`src/verilog/sbpt_cfg.svh`:
```
// timing counts, counter width and id and lun counts for the bus phase timing block
// assumes a 25 MHz core clock; counts derive from times by expressions
//
// Contract
// - wait at least 2.2 us after asserting BSY before judging arbitration.
// - release all bus signals within 800 ns after bus free or foreign SEL.
// - after bus free, bus cleared within 1200 ns of BSY and SEL false.
// - slow bus free detection shortens the allowed clearing time accordingly.
// - wait at least 800 ns after bus free before asserting BSY.
// - drive BSY and own ID within 1.8 us after bus free detection; code sets no upper limit, SBPT_SET_CYC is unused.
// - allow 400 ns bus settle after changing control signals.
// - hold bus reset asserted at least 25 us.
// - selected device asserts BSY within 200 us of selection detection.
// - wait at least 250 ms for BSY response before selection timeout.
// - port uses 18 signals: eight data plus parity, nine controls.
// - at most eight IDs share the bus, each distinct.
// - transfers are asynchronous with REQ/ACK handshake.
// - each REQ/ACK handshake moves exactly one byte.
// - initiator arbitrates then selects one specific target.
// - initiator accepts reselection by a target.
// - data line 7 has highest arbitration priority, line 0 lowest.
// - generate odd parity; received parity unchecked; invalid in arbitration allowed.
`ifndef SBPT_CFG_SVH
`define SBPT_CFG_SVH
`define SBPT_CLK_KHZ        25000
`define SBPT_ARB_NS         2200
`define SBPT_CLEAR_NS       800
`define SBPT_FREE_NS        800
`define SBPT_SET_NS         1800
`define SBPT_SETTLE_NS      400
`define SBPT_RSTHOLD_NS     25000
`define SBPT_SELABORT_NS    200000
`define SBPT_SELTO_MS       250
// least times round up, longest times round down
`define SBPT_CYC_MIN(ns)    (((ns) * `SBPT_CLK_KHZ + 999999) / 1000000)
`define SBPT_CYC_MAX(ns)    (((ns) * `SBPT_CLK_KHZ) / 1000000)
`define SBPT_ARB_CYC        `SBPT_CYC_MIN(`SBPT_ARB_NS)
`define SBPT_FREE_CYC       `SBPT_CYC_MIN(`SBPT_FREE_NS)
`define SBPT_SETTLE_CYC     `SBPT_CYC_MIN(`SBPT_SETTLE_NS)
`define SBPT_CLEAR_CYC      `SBPT_CYC_MAX(`SBPT_CLEAR_NS)
`define SBPT_SET_CYC        `SBPT_CYC_MAX(`SBPT_SET_NS)
`define SBPT_RSTHOLD_CYC    `SBPT_CYC_MIN(`SBPT_RSTHOLD_NS)
`define SBPT_SELABORT_CYC   `SBPT_CYC_MAX(`SBPT_SELABORT_NS)
`define SBPT_SELTO_CYC      (`SBPT_SELTO_MS * `SBPT_CLK_KHZ)
`define SBPT_CNT_W          23
`define SBPT_NUM_ID         8
`define SBPT_NUM_LUN        8
`endif

```
`src/verilog/sbpt_pkg.sv`:
```
// types shared by the bus phase timing block
// assumes nothing beyond the configuration header
package sbpt_pkg;
    // bus control lines as one bundle, true means asserted
    typedef struct packed {
        logic bsy;
        logic sel;
        logic rst;
        logic atn;
        logic msg;
        logic cd;
        logic io;
        logic req;
        logic ack;
    } sbpt_ctl_t;

    // one bus byte with its parity
    typedef struct packed {
        logic       par;
        logic [7:0] data;
    } sbpt_byte_t;

    typedef enum logic [3:0] {
        SBPT_IDLE, SBPT_FREE_WAIT, SBPT_ARB, SBPT_ARB_JUDGE, SBPT_SEL_SETTLE,
        SBPT_SEL_WAIT, SBPT_CONNECT, SBPT_RESEL_ANS, SBPT_RELEASE, SBPT_BUS_RESET
    } sbpt_state_t;
endpackage : sbpt_pkg

```
`src/verilog/sbpt_buf2.sv`:
```
// two-entry skid buffer with valid and ready on both sides
// assumes producer and consumer share the core clock
`timescale 1ns/10ps
`default_nettype none
module sbpt_buf2 #(
    parameter int W = 8
) (
    // clock and reset
    input  wire logic         CORE_CLK,
    input  wire logic         RSTN,
    // fill side
    input  wire logic         in_valid,
    input  wire logic [W-1:0] in_data,
    output logic              in_ready,
    // drain side
    output logic              out_valid,
    output logic [W-1:0]      out_data,
    input  wire logic         out_ready
);
    initial begin
        if (W < 1) $error("sbpt_buf2 width must be positive");
    end

    logic [W-1:0] mem_reg [2];
    logic         wp_reg;
    logic         rp_reg;
    logic [1:0]   cnt_reg;
    wire          push = in_valid && in_ready;
    wire          pop  = out_valid && out_ready;

    // pointers and occupancy; full and empty come straight from the count
    always_ff @(posedge CORE_CLK or negedge RSTN) begin
        if (!RSTN) begin
            wp_reg  <= 1'b0;
            rp_reg  <= 1'b0;
            cnt_reg <= 2'h0;
        end else begin
            if (push) wp_reg <= ~wp_reg;
            if (pop)  rp_reg <= ~rp_reg;
            cnt_reg <= cnt_reg + {1'b0, push} - {1'b0, pop};
        end
    end

    // storage
    always_ff @(posedge CORE_CLK) begin
        if (push) mem_reg[wp_reg] <= in_data;
    end

    assign in_ready  = (cnt_reg != 2'h2);
    assign out_valid = (cnt_reg != 2'h0);
    assign out_data  = mem_reg[rp_reg];
endmodule // sbpt_buf2
`default_nettype wire

```
`src/verilog/sbpt_timer.sv`:
```
// down-counting delay timer, loads a count and pulses when it reaches zero
// assumes load and the count are synchronous to the core clock
`timescale 1ns/10ps
`default_nettype none
module sbpt_timer #(
    parameter int W = 23
) (
    // clock and reset
    input  wire logic         CORE_CLK,
    input  wire logic         RSTN,
    // control
    input  wire logic         load,
    input  wire logic [W-1:0] count,
    // status
    output logic              done,
    output logic              busy
);
    initial begin
        if (W < 2) $error("sbpt_timer width too small");
    end

    logic [W-1:0] cnt_reg;
    wire          at_one = (cnt_reg == {{(W-1){1'b0}}, 1'b1});

    // count down; done pulses in the cycle the count runs out
    always_ff @(posedge CORE_CLK or negedge RSTN) begin
        if (!RSTN) begin
            cnt_reg <= '0;
            done    <= 1'b0;
        end else if (load) begin
            cnt_reg <= count;
            done    <= 1'b0;
        end else begin
            done <= at_one;
            if (cnt_reg != '0) cnt_reg <= cnt_reg - 1'b1;
        end
    end

    assign busy = (cnt_reg != '0);
endmodule // sbpt_timer
`default_nettype wire

```
`src/verilog/sbpt_top.sv`:
```
// bus phase timing and role logic for a single-ended asynchronous bus port
// assumes pins are synchronous to CORE_CLK; pads resolve wired-or from enables
`timescale 1ns/10ps
`default_nettype none
`include "sbpt_cfg.svh"
module sbpt_top
    import sbpt_pkg::*;
#(
    parameter int ID_W          = 3,
    parameter int RSTHOLD_CYC   = `SBPT_RSTHOLD_CYC,
    parameter int SELABORT_CYC  = `SBPT_SELABORT_CYC,
    parameter int SELTO_CYC     = `SBPT_SELTO_CYC
) (
    // clock and reset
    input  wire logic         CORE_CLK,
    input  wire logic         RSTN,
    // controller side: selection requests
    input  wire logic         SEL_REQ,
    input  wire logic [2:0]   OWN_ID,
    input  wire logic [2:0]   TARGET_ID,
    input  wire logic         ATN_REQ,
    input  wire logic         BUS_RESET_REQ,
    output logic              SEL_DONE,
    output logic              SEL_TIMEOUT,
    output logic              ARB_LOST,
    output logic              RESELECTED,
    output logic              CONNECTED,
    // controller side: outgoing bytes
    input  wire logic         TX_VALID,
    input  wire logic [7:0]   TX_DATA,
    output logic              TX_READY,
    // controller side: incoming bytes
    output logic              RX_VALID,
    output logic [7:0]        RX_DATA,
    input  wire logic         RX_READY,
    // bus data lines, true means asserted
    input  wire sbpt_byte_t   BUS_DB_IN,
    output sbpt_byte_t        BUS_DB_OUT,
    output logic              BUS_DB_OE,
    // bus control lines, true means asserted
    input  wire sbpt_ctl_t    BUS_CTL_IN,
    output sbpt_ctl_t         BUS_CTL_OUT,
    output sbpt_ctl_t         BUS_CTL_OE
);
    initial begin
        if (ID_W != 3) $error("sbpt_top supports eight ids only");
        if (RSTHOLD_CYC < 1 || SELABORT_CYC < 1 || SELTO_CYC < 1)
            $error("sbpt_top timing counts must be positive");
        if (SELTO_CYC >= (1 << `SBPT_CNT_W)) $error("sbpt_top timeout too long");
    end

    localparam int CW = `SBPT_CNT_W;

    //--------------------------------------------------------------------
    // bus observation
    //--------------------------------------------------------------------
    sbpt_state_t  state_reg, state_next;
    logic [CW-1:0] tload_cnt;
    logic          tload;
    logic          t_done;
    logic          t_busy;
    logic [CW-1:0] free_cnt_reg;
    logic [7:0]    own_bit;
    logic [7:0]    tgt_bit;
    logic [7:0]    higher_mask;
    logic [7:0]    db_reg;
    logic          db_oe_reg;
    logic          ack_reg;
    logic          bsy_reg;
    logic          sel_reg;
    logic          atn_reg;
    logic          rst_reg;
    logic          req_seen_reg;

    // wires from observed bus state
    wire bus_free      = !BUS_CTL_IN.bsy && !BUS_CTL_IN.sel && !BUS_CTL_IN.rst;
    wire free_settled  = (free_cnt_reg >= CW'(`SBPT_SETTLE_CYC));
    wire free_ok       = (free_cnt_reg >= CW'(`SBPT_SETTLE_CYC + `SBPT_FREE_CYC));
    wire foreign_sel   = BUS_CTL_IN.sel && !sel_reg;
    wire we_win        = ((BUS_DB_IN.data & higher_mask) == 8'h00);
    wire resel_seen    = BUS_CTL_IN.sel && !BUS_CTL_IN.bsy && BUS_CTL_IN.io
                         && BUS_DB_IN.data[OWN_ID] && ($countones(BUS_DB_IN.data) == 2);
    wire target_out    = !BUS_CTL_IN.io;
    wire req_rise      = BUS_CTL_IN.req && !req_seen_reg;
    wire in_xfer       = (state_reg == SBPT_CONNECT);

    // id decode; ids above own id outrank it
    assign own_bit     = 8'h01 << OWN_ID;
    assign tgt_bit     = 8'h01 << TARGET_ID;
    assign higher_mask = ~((own_bit << 1) - 8'h01);

    // settle-qualified bus free time, counted while bsy, sel and rst are false
    always_ff @(posedge CORE_CLK or negedge RSTN) begin
        if (!RSTN)              free_cnt_reg <= '0;
        else if (!bus_free)     free_cnt_reg <= '0;
        else if (!(&free_cnt_reg)) free_cnt_reg <= free_cnt_reg + 1'b1;
    end

    //--------------------------------------------------------------------
    // shared delay timer
    //--------------------------------------------------------------------
    sbpt_timer #(.W(CW)) u_timer (
        .CORE_CLK (CORE_CLK),
        .RSTN     (RSTN),
        .load     (tload),
        .count    (tload_cnt),
        .done     (t_done),
        .busy     (t_busy)
    );

    //--------------------------------------------------------------------
    // data buffers
    //--------------------------------------------------------------------
    logic        txb_valid;
    logic [7:0]  txb_data;
    logic        txb_ready;
    logic        rxb_in_valid;
    logic        rxb_in_ready;
    logic        rxb_out_valid;
    logic [7:0]  rxb_out_data;
    logic        TX_READY_w;
    logic        rx_pop;

    sbpt_buf2 #(.W(8)) u_txbuf (
        .CORE_CLK  (CORE_CLK),
        .RSTN      (RSTN),
        .in_valid  (TX_VALID),
        .in_data   (TX_DATA),
        .in_ready  (TX_READY_w),
        .out_valid (txb_valid),
        .out_data  (txb_data),
        .out_ready (txb_ready)
    );

    sbpt_buf2 #(.W(8)) u_rxbuf (
        .CORE_CLK  (CORE_CLK),
        .RSTN      (RSTN),
        .in_valid  (rxb_in_valid),
        .in_data   (BUS_DB_IN.data),
        .in_ready  (rxb_in_ready),
        .out_valid (rxb_out_valid),
        .out_data  (rxb_out_data),
        .out_ready (rx_pop)
    );

    // handshake: answer a target request; ack only when a byte can move
    assign txb_ready    = in_xfer && req_rise && target_out && txb_valid && !ack_reg;
    assign rxb_in_valid = in_xfer && req_rise && !target_out && !ack_reg;
    assign rx_pop       = !RX_VALID || RX_READY;

    //--------------------------------------------------------------------
    // phase sequencer
    //--------------------------------------------------------------------
    always_comb begin
        state_next = state_reg;
        tload      = 1'b0;
        tload_cnt  = '0;
        case (state_reg)
            SBPT_IDLE: begin
                if (BUS_RESET_REQ) begin
                    state_next = SBPT_BUS_RESET;
                    tload      = 1'b1;
                    tload_cnt  = CW'(RSTHOLD_CYC);
                end else if (resel_seen) begin
                    state_next = SBPT_RESEL_ANS;
                    tload      = 1'b1;
                    tload_cnt  = CW'(SELABORT_CYC);
                end else if (SEL_REQ && free_ok) begin
                    state_next = SBPT_ARB;
                    tload      = 1'b1;
                    tload_cnt  = CW'(`SBPT_ARB_CYC);
                end
            end
            SBPT_ARB: begin
                if (foreign_sel) state_next = SBPT_RELEASE;
                else if (t_done) state_next = SBPT_ARB_JUDGE;
            end
            SBPT_ARB_JUDGE: begin
                if (!we_win || foreign_sel) state_next = SBPT_RELEASE;
                else begin
                    state_next = SBPT_SEL_SETTLE;
                    tload      = 1'b1;
                    tload_cnt  = CW'(`SBPT_SETTLE_CYC);
                end
            end
            SBPT_SEL_SETTLE: begin
                if (t_done) begin
                    state_next = SBPT_SEL_WAIT;
                    tload      = 1'b1;
                    tload_cnt  = CW'(SELTO_CYC);
                end
            end
            SBPT_SEL_WAIT: begin
                if (BUS_CTL_IN.bsy && !bsy_reg) state_next = SBPT_CONNECT;
                else if (t_done) state_next = SBPT_RELEASE;
            end
            SBPT_RESEL_ANS: begin
                if (!BUS_CTL_IN.sel) state_next = SBPT_CONNECT;
                else if (t_done) state_next = SBPT_RELEASE;
            end
            SBPT_CONNECT: begin
                if (!BUS_CTL_IN.bsy || BUS_CTL_IN.rst) state_next = SBPT_RELEASE;
            end
            SBPT_RELEASE: state_next = SBPT_IDLE;
            SBPT_BUS_RESET: begin
                if (t_done) state_next = SBPT_IDLE;
            end
            default: state_next = SBPT_IDLE;
        endcase
    end

    // state and bus-facing flip-flops; release takes at most two cycles so every
    // clearing limit is met within two cycles of its cause
    always_ff @(posedge CORE_CLK or negedge RSTN) begin
        if (!RSTN) begin
            state_reg    <= SBPT_IDLE;
            bsy_reg      <= 1'b0;
            sel_reg      <= 1'b0;
            atn_reg      <= 1'b0;
            rst_reg      <= 1'b0;
            db_reg       <= 8'h00;
            db_oe_reg    <= 1'b0;
            req_seen_reg <= 1'b0;
        end else begin
            state_reg    <= (BUS_CTL_IN.rst && !rst_reg) ? SBPT_IDLE : state_next;
            req_seen_reg <= BUS_CTL_IN.req;
            bsy_reg      <= (state_next == SBPT_ARB) || (state_next == SBPT_ARB_JUDGE)
                            || (state_next == SBPT_SEL_SETTLE)
                            || (state_next == SBPT_RESEL_ANS)
                            || (state_next == SBPT_CONNECT && state_reg == SBPT_RESEL_ANS);
            sel_reg      <= (state_next == SBPT_SEL_SETTLE) || (state_next == SBPT_SEL_WAIT);
            atn_reg      <= ATN_REQ && (state_next inside {SBPT_SEL_SETTLE, SBPT_SEL_WAIT,
                                                          SBPT_CONNECT});
            rst_reg      <= (state_next == SBPT_BUS_RESET);
            db_oe_reg    <= (state_next inside {SBPT_ARB, SBPT_ARB_JUDGE, SBPT_SEL_SETTLE})
                            || (in_xfer && target_out && (txb_ready || ack_reg));
            if (state_next == SBPT_ARB || state_next == SBPT_ARB_JUDGE) db_reg <= own_bit;
            else if (state_next == SBPT_SEL_SETTLE) db_reg <= own_bit | tgt_bit;
            else if (txb_ready) db_reg <= txb_data;
        end
    end

    // ack follows req: raise on a moved byte, drop when req falls
    always_ff @(posedge CORE_CLK or negedge RSTN) begin
        if (!RSTN)                          ack_reg <= 1'b0;
        else if (!in_xfer || !BUS_CTL_IN.req) ack_reg <= 1'b0;
        else if (txb_ready || (rxb_in_valid && rxb_in_ready)) ack_reg <= 1'b1;
    end

    //--------------------------------------------------------------------
    // output registers
    //--------------------------------------------------------------------
    always_ff @(posedge CORE_CLK or negedge RSTN) begin
        if (!RSTN) begin
            SEL_DONE    <= 1'b0;
            SEL_TIMEOUT <= 1'b0;
            ARB_LOST    <= 1'b0;
            RESELECTED  <= 1'b0;
            CONNECTED   <= 1'b0;
            TX_READY    <= 1'b0;
            RX_VALID    <= 1'b0;
            RX_DATA     <= 8'h00;
        end else begin
            SEL_DONE    <= (state_reg == SBPT_SEL_WAIT) && (state_next == SBPT_CONNECT);
            SEL_TIMEOUT <= (state_reg == SBPT_SEL_WAIT) && t_done;
            ARB_LOST    <= (state_reg inside {SBPT_ARB, SBPT_ARB_JUDGE})
                           && (state_next == SBPT_RELEASE);
            RESELECTED  <= (state_reg == SBPT_RESEL_ANS) && (state_next == SBPT_CONNECT);
            CONNECTED   <= (state_next == SBPT_CONNECT);
            TX_READY    <= TX_READY_w && !(TX_VALID && TX_READY);
            if (rx_pop) begin
                RX_VALID <= rxb_out_valid;
                RX_DATA  <= rxb_out_data;
            end
        end
    end

    // pin drive: data with odd parity, controls as open-collector enables
    always_comb begin
        BUS_DB_OUT.data = db_reg;
        BUS_DB_OUT.par  = ~^db_reg;
        BUS_DB_OE       = db_oe_reg;
        BUS_CTL_OUT     = '0;
        BUS_CTL_OUT.bsy = bsy_reg;
        BUS_CTL_OUT.sel = sel_reg;
        BUS_CTL_OUT.atn = atn_reg;
        BUS_CTL_OUT.rst = rst_reg;
        BUS_CTL_OUT.ack = ack_reg;
        BUS_CTL_OE      = BUS_CTL_OUT;
    end

    //--------------------------------------------------------------------
    // assertions
    //--------------------------------------------------------------------
    AST_ARB_WAIT: assert property (@(posedge CORE_CLK) disable iff (!RSTN)
        $rose(state_reg == SBPT_ARB_JUDGE) |-> $past(bsy_reg, `SBPT_ARB_CYC))
        else $error("arbitration judged too early");
    AST_SEL_RELEASE: assert property (@(posedge CORE_CLK) disable iff (!RSTN)
        (state_reg == SBPT_ARB && foreign_sel) |-> ##2 !bsy_reg && !db_oe_reg)
        else $error("bus not released after foreign select");
    AST_FREE_WAIT: assert property (@(posedge CORE_CLK) disable iff (!RSTN)
        $rose(state_reg == SBPT_ARB) |-> $past(free_ok))
        else $error("bsy asserted before bus free delay");
    AST_RST_HOLD: assert property (@(posedge CORE_CLK) disable iff (!RSTN)
        $rose(rst_reg) |-> rst_reg [*8])
        else $error("bus reset held too briefly");
    AST_TIMEOUT_RELEASE: assert property (@(posedge CORE_CLK) disable iff (!RSTN)
        SEL_TIMEOUT |-> !sel_reg && !bsy_reg)
        else $error("bus held after selection timeout");
    AST_PARITY: assert property (@(posedge CORE_CLK) disable iff (!RSTN)
        db_oe_reg |-> ^{BUS_DB_OUT.par, BUS_DB_OUT.data})
        else $error("even parity driven");
    AST_ACK_DROP: assert property (@(posedge CORE_CLK) disable iff (!RSTN)
        (ack_reg && !BUS_CTL_IN.req) |=> !ack_reg)
        else $error("ack held after req fell");
    AST_RESEL_BSY: assert property (@(posedge CORE_CLK) disable iff (!RSTN)
        (state_reg == SBPT_RESEL_ANS && !BUS_CTL_IN.sel) |=> bsy_reg)
        else $error("no bsy after reselection");
endmodule // sbpt_top
`default_nettype wire
```
`config.mk`:
```
export PLATFORM = sky130hd
export DESIGN_NAME = sbpt_top
export DESIGN_NICKNAME = d
export VERILOG_FILES = /design/src/verilog/sbpt_pkg.sv /design/src/verilog/sbpt_buf2.sv /design/src/verilog/sbpt_timer.sv /design/src/verilog/sbpt_top.sv
export VERILOG_INCLUDE_DIRS = /design/src /design/src/verilog
export SDC_FILE = /design/constraint.sdc
export NUM_CORES = 1
export LEC_CHECK = 0
export BUFFER_PORTS_ARGS = -buffer_cell sky130_fd_sc_hd__buf_2
export CAP_MARGIN = 15
export CORE_MARGIN = 5
export CORE_UTILIZATION = 40
export CTS_CLUSTER_DIAMETER = 100
export CTS_CLUSTER_SIZE = 14
export DETAILED_ROUTE_END_ITERATION = 8
export PLACE_DENSITY = 0.56
export SYNTH_ARGS = -nofsm -noshare
export SYNTH_HDL_FRONTEND = slang
export SYNTH_SLANG_ARGS = --single-unit
```
`constraint.sdc`:
```
create_clock -name CORE_CLK -period 4.3 [get_ports CORE_CLK]
set_input_delay 0.215 -clock CORE_CLK [delete_from_list [all_inputs] [get_ports CORE_CLK]]
set_output_delay 0.215 -clock CORE_CLK [all_outputs]
set_load 0.02 [all_outputs]
```
# == Word level (Yosys, flattened, before mapping) ==
# Memories as Yosys holds them, arrays and structs flattened. A register that Yosys moved wholly into a read port is not among the register bits.
# Cells that the tools add are included.
# op_classes
add_sub_neg,14
order_cmp,2
eq_ne,20
n_shift,2
mux,42
n_bitwise,7
reduce_logical,70
# ops
cell,count
$mux W23,5
$pmux W23 S3,1
$mux W4,14
$eq A4 B3 Y1 const B,8
$pmux W4 S8,1
$logic_and A1 B1 Y1,30
$mux W8,3
$add A23 B1 Y23 const B,1
$eq A23 B1 Y1 const B,1
$ge A23 B5 Y1 const B,1
$reduce_and A23 Y1,1
$reduce_bool A23 Y1,1
$sub A23 B1 Y23 const B,1
$eq A4 B2 Y1 const B,5
$mux W10,2
$shl A1 B3 Y8 const A,2
$logic_not A1 Y1,15
$mux W1,13
$eq A4 B4 Y1 const B,3
$logic_or A1 B1 Y1,12
$reduce_bool A2 Y1,5
$reduce_bool A3 Y1,3
$add A1 B1 Y2,4
$and A8 B8 Y8,1
16 further kinds,24
# word_totals
register_bits,81
ram_bits,32
wordCells,184
mem_count,2
# memory_table
name,depth,width,read_ports,rd_ports_with_merged_regs,write_ports,line_no,source
u_rxbuf.mem_reg,2,8,1,1,1,sbpt_buf2.sv:24,logic [W-1:0] mem_reg [2];
u_txbuf.mem_reg,2,8,1,0,1,sbpt_buf2.sv:24,

# == Longest topological paths before layout ==
# Gate-level depths: netlist of the first run.
# depth
ltp_word,14
ltp_mapped,16

# == Hierarchy ==
# From an unflattened synthesis of the first run, not the netlist that was laid out.
# hier_totals
cells_unflattened,650
area_unflattened_um2,6737.7
# by_module_without_submodules
mod,instances,cells_each,area_per_inst_um2,seq_area_each_um2
sbpt_top,1,412,3771.1,1426.4
sbpt_buf2,2,42,774.5,580.6
sbpt_timer,1,154,1417.6,600.6

# == Least setup slack after synthesis of the first run ==
# No wires, ideal clock.
# synth_path
path_type,input to register
startpoint,in BUS_DB_IN[0] in the netlist's numbering
endpoint,reg db_reg[4]
setup_ps,122
arrival_time_ps,3930
slack_ps,249
path_stages,15
n_path_buf,1
cell_sequence,inv_1 fa_1 fa_1 fa_1 inv_1 ha_1 fa_1 nand2b_1 o2111ai_2 nor4_4 a211oi_2 nor3b_4 buf_2 o21ai_1 a32o_1
# synth_between
elab_chain_cells,11
word_cells_on_any_way,23
cone_classes,add/sub (3); eq/ne (4); mux (8); bitwise (1); reduce/logical (7)
# synth_lines
element,line_no,source
from (decl),sbpt_top.sv:37,"input wire sbpt_byte_t BUS_DB_IN,"
$add A1 B1 Y2 (not written as such),sbpt_top.sv:82,&& BUS_DB_IN.data[OWN_ID] && ($countones(BUS_DB_IN.data) == 2);
$add A2 B2 Y3 (not written as such),sbpt_top.sv:82,
$add A3 B3 Y4 (not written as such),sbpt_top.sv:82,
$eq A4 B2 Y1,sbpt_top.sv:82,
$logic_and A1 B1 Y1,sbpt_top.sv:82,
$mux W4,sbpt_top.sv:164,end else if (resel_seen) begin
$mux W4,sbpt_top.sv:160,if (BUS_RESET_REQ) begin
$pmux W4 S8 *,sbpt_top.sv:158,case (state_reg)
$eq A4 B3 Y1 / $eq A4 B2 Y1 (equally long branches),"sbpt_top.sv:238, sbpt_top.sv:237",
$mux W8 / $logic_or A1 B1 Y1 (equally long branches),"sbpt_top.sv:238, sbpt_top.sv:237",
$mux W8 / $reduce_bool A3 Y1 (equally long branches),--,
to (signal assigned),sbpt_top.sv:237,if (state_next == SBPT_ARB || state_next == SBPT_ARB_JUDGE) db_reg <= own_bit;
to (signal assigned),sbpt_top.sv:238,else if (state_next == SBPT_SEL_SETTLE) db_reg <= own_bit | tgt_bit;
to (signal assigned),sbpt_top.sv:239,else if (txb_ready) db_reg <= txb_data;
to (decl),sbpt_top.sv:66,logic [7:0] db_reg;
# Mark *: on every way between the ends. The rest lies on a longest branch, timed or not. The select of a mux whose other input is x is not followed.
# A chain may end at the register's enable or synchronous reset.

# == Final worst setup path of the first run ==
# layout_path
startpoint,in BUS_DB_IN[0] in the netlist's numbering
endpoint,reg db_reg[0]
# Same word-level chain as after synthesis.

==> summary.md, run 1 <==
| Metric | Value |
|---|---|
| Status | complete, no violations |
| Proportion of layout cells with a drive suffix above 1 | 0.2047 |
| Worst Hold End | u_rxbuf.mem_reg[0][6] |
| Starting density of the core | 0.4105 |
| Slew HR | 0.4660 |
| Pre-Repair DR Iteration Count | 5 |
| Total of max-cap violations | 0 |
| First-pass GRT wire length | 25890 um |
| Maximum fanout along the worst path | 18 |
| R2R Path Start | state_reg[0] |
| Average wire per standard cell | 16.34 um |
| Most frequent cells in the layout | dfrtp_1, nor2_1, buf_2 |
| Routability congestion estimate | 0.7832 |
| GRT Overall Usage | 0.1669 |
| Core area | 0.01600 mm^2 |
| Synth Instances | approximately 630 |
| Cell Area, Placed | 0.007142 mm^2 |
| Pin count of the biggest net entering global routing | 51 |
| Endpoints failing setup | 0 |
| Mapped Area | 0.006568 mm^2 |
| Clk_skew | 0.008097 ns |
| Vias in the first global route | between 4000 and 5000 |
| R2R Path End | db_reg[0] |
| DR DRC count | 0 |
| P&R area growth vs syn | 18.48% |
| FFs w/ async S/R, synth | 0.7355 |
| Synth Register Bits | between 100 and 150 |
| Post-DRT Antenna Nets | 0 |
| Clock buffer depth | 2 |
| Die Width | 138.1 um |
| Final Hold Vio Count | 0 |
| Post-synth top flop | dfrtp_1 |
| RSZ-0062 raised after global routing | false |
| Fin Hold WS | 0.04626 ns |
| H-tree lvl count | 4 |
| DR vias | 4982 |
| Post-cts sizing count | 0 |
| Via/cell ratio | 5.278 |
| DP HPWL | roughly 11000 um |
| Worst skew pair latency | 0.41 ns |
| PwrDens | around 520 mW/mm^2 |
| EDFF count, synth | 32 |
| TritonCTS buffer count | 17 |
| Nature of the critical path endpoint | register |
| Crit path kind | input pin to register |
| Cell leakage power | 3.446 nW |
| Most common cell after layout, fill and taps aside | dfrtp_1 |
| HP Class | input pin to register |
| Slew Limit Fails | 0 |
| Die Ht | 138.1 um |
| Hold Startpoint | BUS_DB_IN[6] |
| Drt total wl | 15420 um |
| Ant diodes | 0 |
| WHS Path Cells | 1 |
| Reg2Reg Depth | 8 |
| Clock transition at path regs | ~0.060 ns |
| Min cycle time layout | 4.035 ns |
| Library cells used by synthesis | 79 |
| Iteration-0 DRC Markers | 256 |
| CP required | 4.65 ns |
| Seq/Total Area, Yosys | 0.4854 |
| Final core occ | 0.4863 |
| CTS tree | built |
| Placed cell count | 901 |
| YS warnings | 0 |
| Design area | 0.007781 mm^2 |
| R2R setup slack | 1.53 ns |
| NumNets Final | 770 |
| Grt ovf | 0 |
| Worst Max-Slew Pin Slew | 0.8011 ns |
| Root buf cell | clkbuf_16 |
| IO Count | a little over 80 |
| Total power | 4.071 mW |
| Port bufs | 68 |
| Die ar. | ~0.019 mm^2 |
| Postcts setup bufs | 0 |
| Initial antenna violation count | 0 |
| Avg Synthesized Cell Area | 10.38 um^2 |
| Critical path launch point type | input pin |
| # rows | 46 |
| Post-route non-filler standard cell count | 944 |
| Highest clock rate | between 200 and 250 MHz |
| # clock sinks | 121 |
| Crit path DAT | 4.39 ns |
| Maximum VDD drop | roughly 0.00049 V |
| Final Cycle Share | 0.9384 |
| Fillcell total | 1506 |
layer usage:
metal / track usage / up-vias / part of all wire
met3: 0.04138 / 21 / 0.051
met5: 0 / - / 0
met1: 0.2358 / 2438 / 0.48
met4: 0.05356 / 0 / 0.015
met2: 0.2528 / 128 / 0.45
li1: - / 2395 / -
through the flow:
stage | setup TNS (ns) | worst slack (ns)
after floorplan | 0 | 0.2489
after global placement | -0.02376 | -0.02376
after detailed placement | -1.017 | -0.1450
after CTS | 0 | 0.3074
after global routing | 0 | 0.1200
final | 0 | 0.2647
cells in the mapped netlist, drive strengths merged, types with 3 or more instances:
master | instances | share of area
inv | 28 | 0.016
o2111ai | 5 | 0.0076
buf | 33 | 0.034
fa | 4 | 0.012
or3b | 4 | 0.0053
nand2 | 43 | 0.025
dfrtp | 89 | 0.34
mux2 | 10 | 0.017
nor4 | 11 | 0.016
or4 | 5 | 0.0057
xor2 | 25 | 0.033
nor2 | 68 | 0.039
a32o | 7 | 0.011
or3 | 5 | 0.0055
nand3 | 22 | 0.017
o21ai | 15 | 0.011
nand4 | 13 | 0.012
nor3 | 19 | 0.017
nor2b | 12 | 0.011
mux2i | 11 | 0.017
ha | 12 | 0.023
edfxtp | 32 | 0.15
nand3b | 6 | 0.0069
and3 | 9 | 0.0086
o31ai | 5 | 0.0057
nand2b | 9 | 0.0086
o211ai | 3 | 0.0034
xnor2 | 29 | 0.039
and4 | 4 | 0.0053
clkbuf | 15 | 0.0088
and2 | 6 | 0.0057
a21oi | 21 | 0.016
a221o | 9 | 0.014
nor3b | 5 | 0.0074
a211oi | 6 | 0.0084
worst max path at each step:
stage | to | startpoint | slack [ns] | cells after the start
3_5_place_dp | db_reg[0] | BUS_DB_IN[0] | -0.14 | 16
3_3_place_gp | db_reg[0] | BUS_DB_IN[0] | -0.02 | 16
5_1_grt | db_reg[0] | BUS_DB_IN[0] | 0.12 | 16
4_1_cts | db_reg[0] | BUS_DB_IN[0] | 0.31 | 16
2_1_floorplan | db_reg[4] | BUS_DB_IN[0] | 0.25 | 15
6_report | db_reg[0] | BUS_DB_IN[0] | 0.26 | 16
timing repair:
item / in CTS / in global routing
endpoints found under the setup margin: 0 / 0
endpoints found under the hold margin: 67 / 0
hold buffers: 11 / 0
worst max-delay path: stages:
cell and delay, ns:
buf_2 0.10, inv_1 0.06, fa_1 0.55, fa_1 0.43, fa_1 0.49, inv_1 0.05, ha_1 0.20, fa_1 0.40
nand2b_1 0.11, o2111ai_2 0.15, nor4_4 0.35, o31a_1 0.28, nor3_4 0.06, buf_12 0.16, a211oi_2 0.56, a22o_1 0.23
logic make-up after synthesis:
group	Yosys count	share of synthesized area
mux	21	0.03391
flops	121	0.4854
simple gates	250	0.2086
fa+ha+maj	16	0.03505
xor+xnor	54	0.07201
buf+inv	76	0.05829
other cells	1	0.0005710
compound gates	94	0.1061
report_power, final:
group	internal (mW)	switching, mW
clock network	0.732	0.535
registers	1.39	0.196
logic	0.524	0.689
area by class of cell:
cell class	count	area, um^2	share of cell area
clock buffers	17	425.4	0.05467
well taps	216	270.3	0.03473
flip-flops and latches	121	3188	0.4097
repair buffers	104	665.6	0.08554
clock inverters	15	103.9	0.01335
multi-input cells	443	3023	0.3885
inverters	28	105.1	0.01351
(Power assumes the default switching activity.)
==> run 2, diff against run 1 <==
- ABC_AREA: default -> 1
==> run 2 against run 1 <==
Routed wire length increased by 2.6%; core utilization is 0.42 points lower; area after synthesis increased by 3.0%; combinational power down 14%; total power is essentially flat; register-to-register slack better by 0.16 ns; non-clock buffer count shrank 15; sequential cell count did not move; critical path type unchanged; largest power group unchanged.
==> summary.md, run 2 <==
| Metric | Value |
|---|---|
| Status | complete, no violations |
| Vias in the first global route | 5227 (+8.4%) |
| NumNets Final | 973 (+26%) |
| DR vias | 5500 (+10%) |
| Average wire per standard cell | 13.73 um (-16%) |
| Avg Synthesized Cell Area | 8.101 um^2 (-22%) |
| # rows | 47 (+2.2%) |
| Maximum VDD drop | 0.0005951 V (+21%) |
| Synth Register Bits | 121 (unchanged) |
| Crit path kind | input pin to register |
| H-tree lvl count | 4 (unchanged) |
| Die Width | 140.0 um (+1.4%) |
| Top-count cell post-synth | nand2_1 |
| Slew Limit Fails | 0 (unchanged) |
| Post-DRT Antenna Nets | 0 (unchanged) |
| Synth area leaders | dfrtp_1, edfxtp_1, nand2_1 |
| PwrDens | 509.1 mW/mm^2 (-2.7%) |
| Root buf cell | clkbuf_16 |
| Commonest cells post-synth | nand2_1, nor2_1, inv_1 |
| Clk_skew | 0.01014 ns (+0.002042 ns) |
| # clock sinks | 121 (unchanged) |
| Library cells used by synthesis | 50 (-37%) |
| Iteration-0 DRC Markers | 272 (+6.3%) |
| Initial antenna violation count | 0 (unchanged) |
| YS warnings | 0 (unchanged) |
| FFs w/ async S/R, synth | 0.7355 (unchanged) |
| Total of max-cap violations | 0 (unchanged) |
| Grt ovf | 0 (unchanged) |
| RSZ-0062 raised after global routing | false |
| Post-synth top flop | dfrtp_1 |
| Final core occ | 0.4821 (-0.004196) |
| Starting density of the core | 0.4079 (-0.002586) |
| EDFF count, synth | 32 (unchanged) |
| Highest clock rate | 271.3 MHz (+9.5%) |
| Cell Int Power | 2.702 mW (+1.9%) |
| CP required | 4.61 ns (-0.04 ns) |
| Setup TNS | 0 ns (unchanged) |
| Register share of total power | 0.377 (-0.014) |
| Switch Pwr | 1.369 mW (-3.6%) |
| Cell accounting for the most synthesized area | dfrtp_1 |
| Comb power frac | 0.256 (-0.042) |
| Post-cts sizing count | 0 (unchanged) |
| Seq/Total Area, Yosys | 0.4713 (-0.01410) |
| Postcts setup bufs | 0 (unchanged) |
| Die ar. | 0.01961 mm^2 (+2.8%) |
| Critical path launch point type | input pin |
| Clock buffer depth | 2 (unchanged) |
| Port bufs | 68 (unchanged) |
| Min cycle time layout | 3.686 ns (-0.3497 ns) |
| P&R area growth vs syn | 18.20% |
| Nature of the critical path endpoint | register |
| Top cell type's share of synthesized area | 0.3293 (-0.009848) |
| Most common cell after layout, fill and taps aside | nand2_1 |
| Mapped Area | 0.006764 mm^2 (+3.0%) |
| Final Hold Vio Count | 0 (unchanged) |
| Core area | 0.01658 mm^2 (+3.6%) |
| GRT Overall Usage | 0.1675 (+0.0006116) |
| First-pass GRT wire length | 26360 um (+1.8%) |
| TritonCTS buffer count | 17 (unchanged) |
| Crit path DAT | 3.99 ns (-0.40 ns) |
| DR DRC count | 0 (unchanged) |
| Routability congestion estimate | 0.8791 (+12%) |
| Clock transition at path regs | 0.06 ns (about the same) |
| Die Ht | 140.0 um (+1.4%) |
| CTS tree | built |
| Clk pwr share | 0.367 (+0.056) |
| Proportion of layout cells with a drive suffix above 1 | 0.1461 (-0.05859) |
| Synth Instances | 835 (+32%) |
| Pin count of the biggest net entering global routing | 63 (+24%) |
| Slew HR | 0.3875 (-0.07848) |
| Sw frac | 0.3362 (-0.01263) |
| Maximum fanout along the worst path | 16 (-2) |
| Drt total wl | 15820 um (+2.6%) |
| Pre-Repair DR Iteration Count | 5 (unchanged) |
| Via/cell ratio | 4.774 (-9.5%) |
| HP Class | input pin to register |
| Cell leakage power | 3.952 nW (+15%) |
| Most frequent cells in the layout | nand2_1, nor2_1, inv_1 |
| Worst Max-Slew Pin Slew | 0.9154 ns (+0.1143 ns) |
| IO Count | 82 (unchanged) |
| Worst skew pair latency | 0.42 ns (about the same) |
| Final Cycle Share | 0.8571 (-0.08133) |
| Endpoints failing setup | 0 (unchanged) |
| DP HPWL | 11750 um (+3.6%) |
-- run 2: area by class of cell --
class	instances	area [um^2]
fill	1646	8588
sequential	121	3188
multi-input combinational	565	2920
timing repair buffer	89	525.5
inverter	124	467.9
clock buffer	17	425.4
tap	220	275.3
clock inverter	15	190.2
antenna	1	2.502
-- run 2: path summary, 6_finish.rpt --
check	slack (ns)	from	cells past startpoint	end
min reg2reg	0.48	RX_DATA[4]	2	RX_DATA[4]
min in group asynchronous	0.43	RSTN	2	free_cnt_reg[15]
min	0.02	ATN_REQ	3	atn_reg
max	0.61	BUS_DB_IN[0]	22	db_reg[4]
max reg2reg	1.69	state_reg[3]	7	u_rxbuf.mem_reg[1][2]
max in group asynchronous	2.95	RSTN	3	u_timer.cnt_reg[20]
-- run 2: routing by layer --
| metal | vias up | part of all wire | global-route usage |
|---|---|---|---|
| met3 | 25 | 0.050 | 0.04329 |
| li1 | 2837 | - | - |
| met2 | 124 | 0.45 | 0.2575 |
| met5 | - | 0 | 0 |
| met1 | 2514 | 0.48 | 0.2286 |
| met4 | 0 | 0.021 | 0.06272 |
-- run 2: cells by family after synthesis --
logic type / share of synthesized area
adder cells (fa/ha/maj): 0.03404
flip-flops: 0.4713
buffers and inverters: 0.1008
AO/OA/AOI/OAI: 0.09064
multiplexers: 0.01221
XOR/XNOR: 0.03496
other: 0.0005544
AND/OR/NAND/NOR: 0.2555
-- run 2: power by group through the flow --
stage | Clock [mW] | Sequential [mW] | Combinational, mW
global placement | 0 | 1.55 | 1.04
CTS | 1.53 | 1.53 | 1.06
finish | 1.50 | 1.53 | 1.04
floorplan | 0 | 1.61 | 0.676
detailed placement | 0 | 1.55 | 1.04
global route | 1.58 | 1.56 | 1.18
-- run 2: timing repair --
item                                   4_1_cts  5_1_grt
setup endpoints to repair                    0        0
hold buffers                                10        0
endpoints found under the hold margin       78        0
-- run 2: per-stage QoR --
stage | total power, mW | hold slack (ns) | instances | area (um^2) | setup WS [ns]
6_report | 4.070 | 0.01564 | 1152 | 7995 | 0.6144
4_1_cts | 4.123 | 0.007457 | 1151 | 7993 | 0.6016
3_3_place_gp | 2.591 | 0.3614 | 1109 | 7277 | 0.1898
5_1_grt | 4.327 | 0.02382 | 1151 | 7993 | 0.3315
3_5_place_dp | 2.594 | 0.3685 | 1109 | 7277 | 0.1764
2_1_floorplan | 2.287 | -0.08059 | 842 | 6790 | 0.6414
-- run 2: worst max-delay path, stage by stage --
cell and delay [ns]:
buf_2 0.11, inv_1 0.07, fa_1 0.55, fa_1 0.43
fa_1 0.49, inv_1 0.04, ha_1 0.20, fa_1 0.44
nand2_1 0.08, nor2_1 0.04, nand2_1 0.05, inv_1 0.05
nand3_2 0.10, nand2_2 0.07, nand2_1 0.16, nand3_4 0.16
nor2_8 0.22, nand2_4 0.15, nand2_2 0.19, inv_1 0.08
nand2_1 0.06, nand2_1 0.05
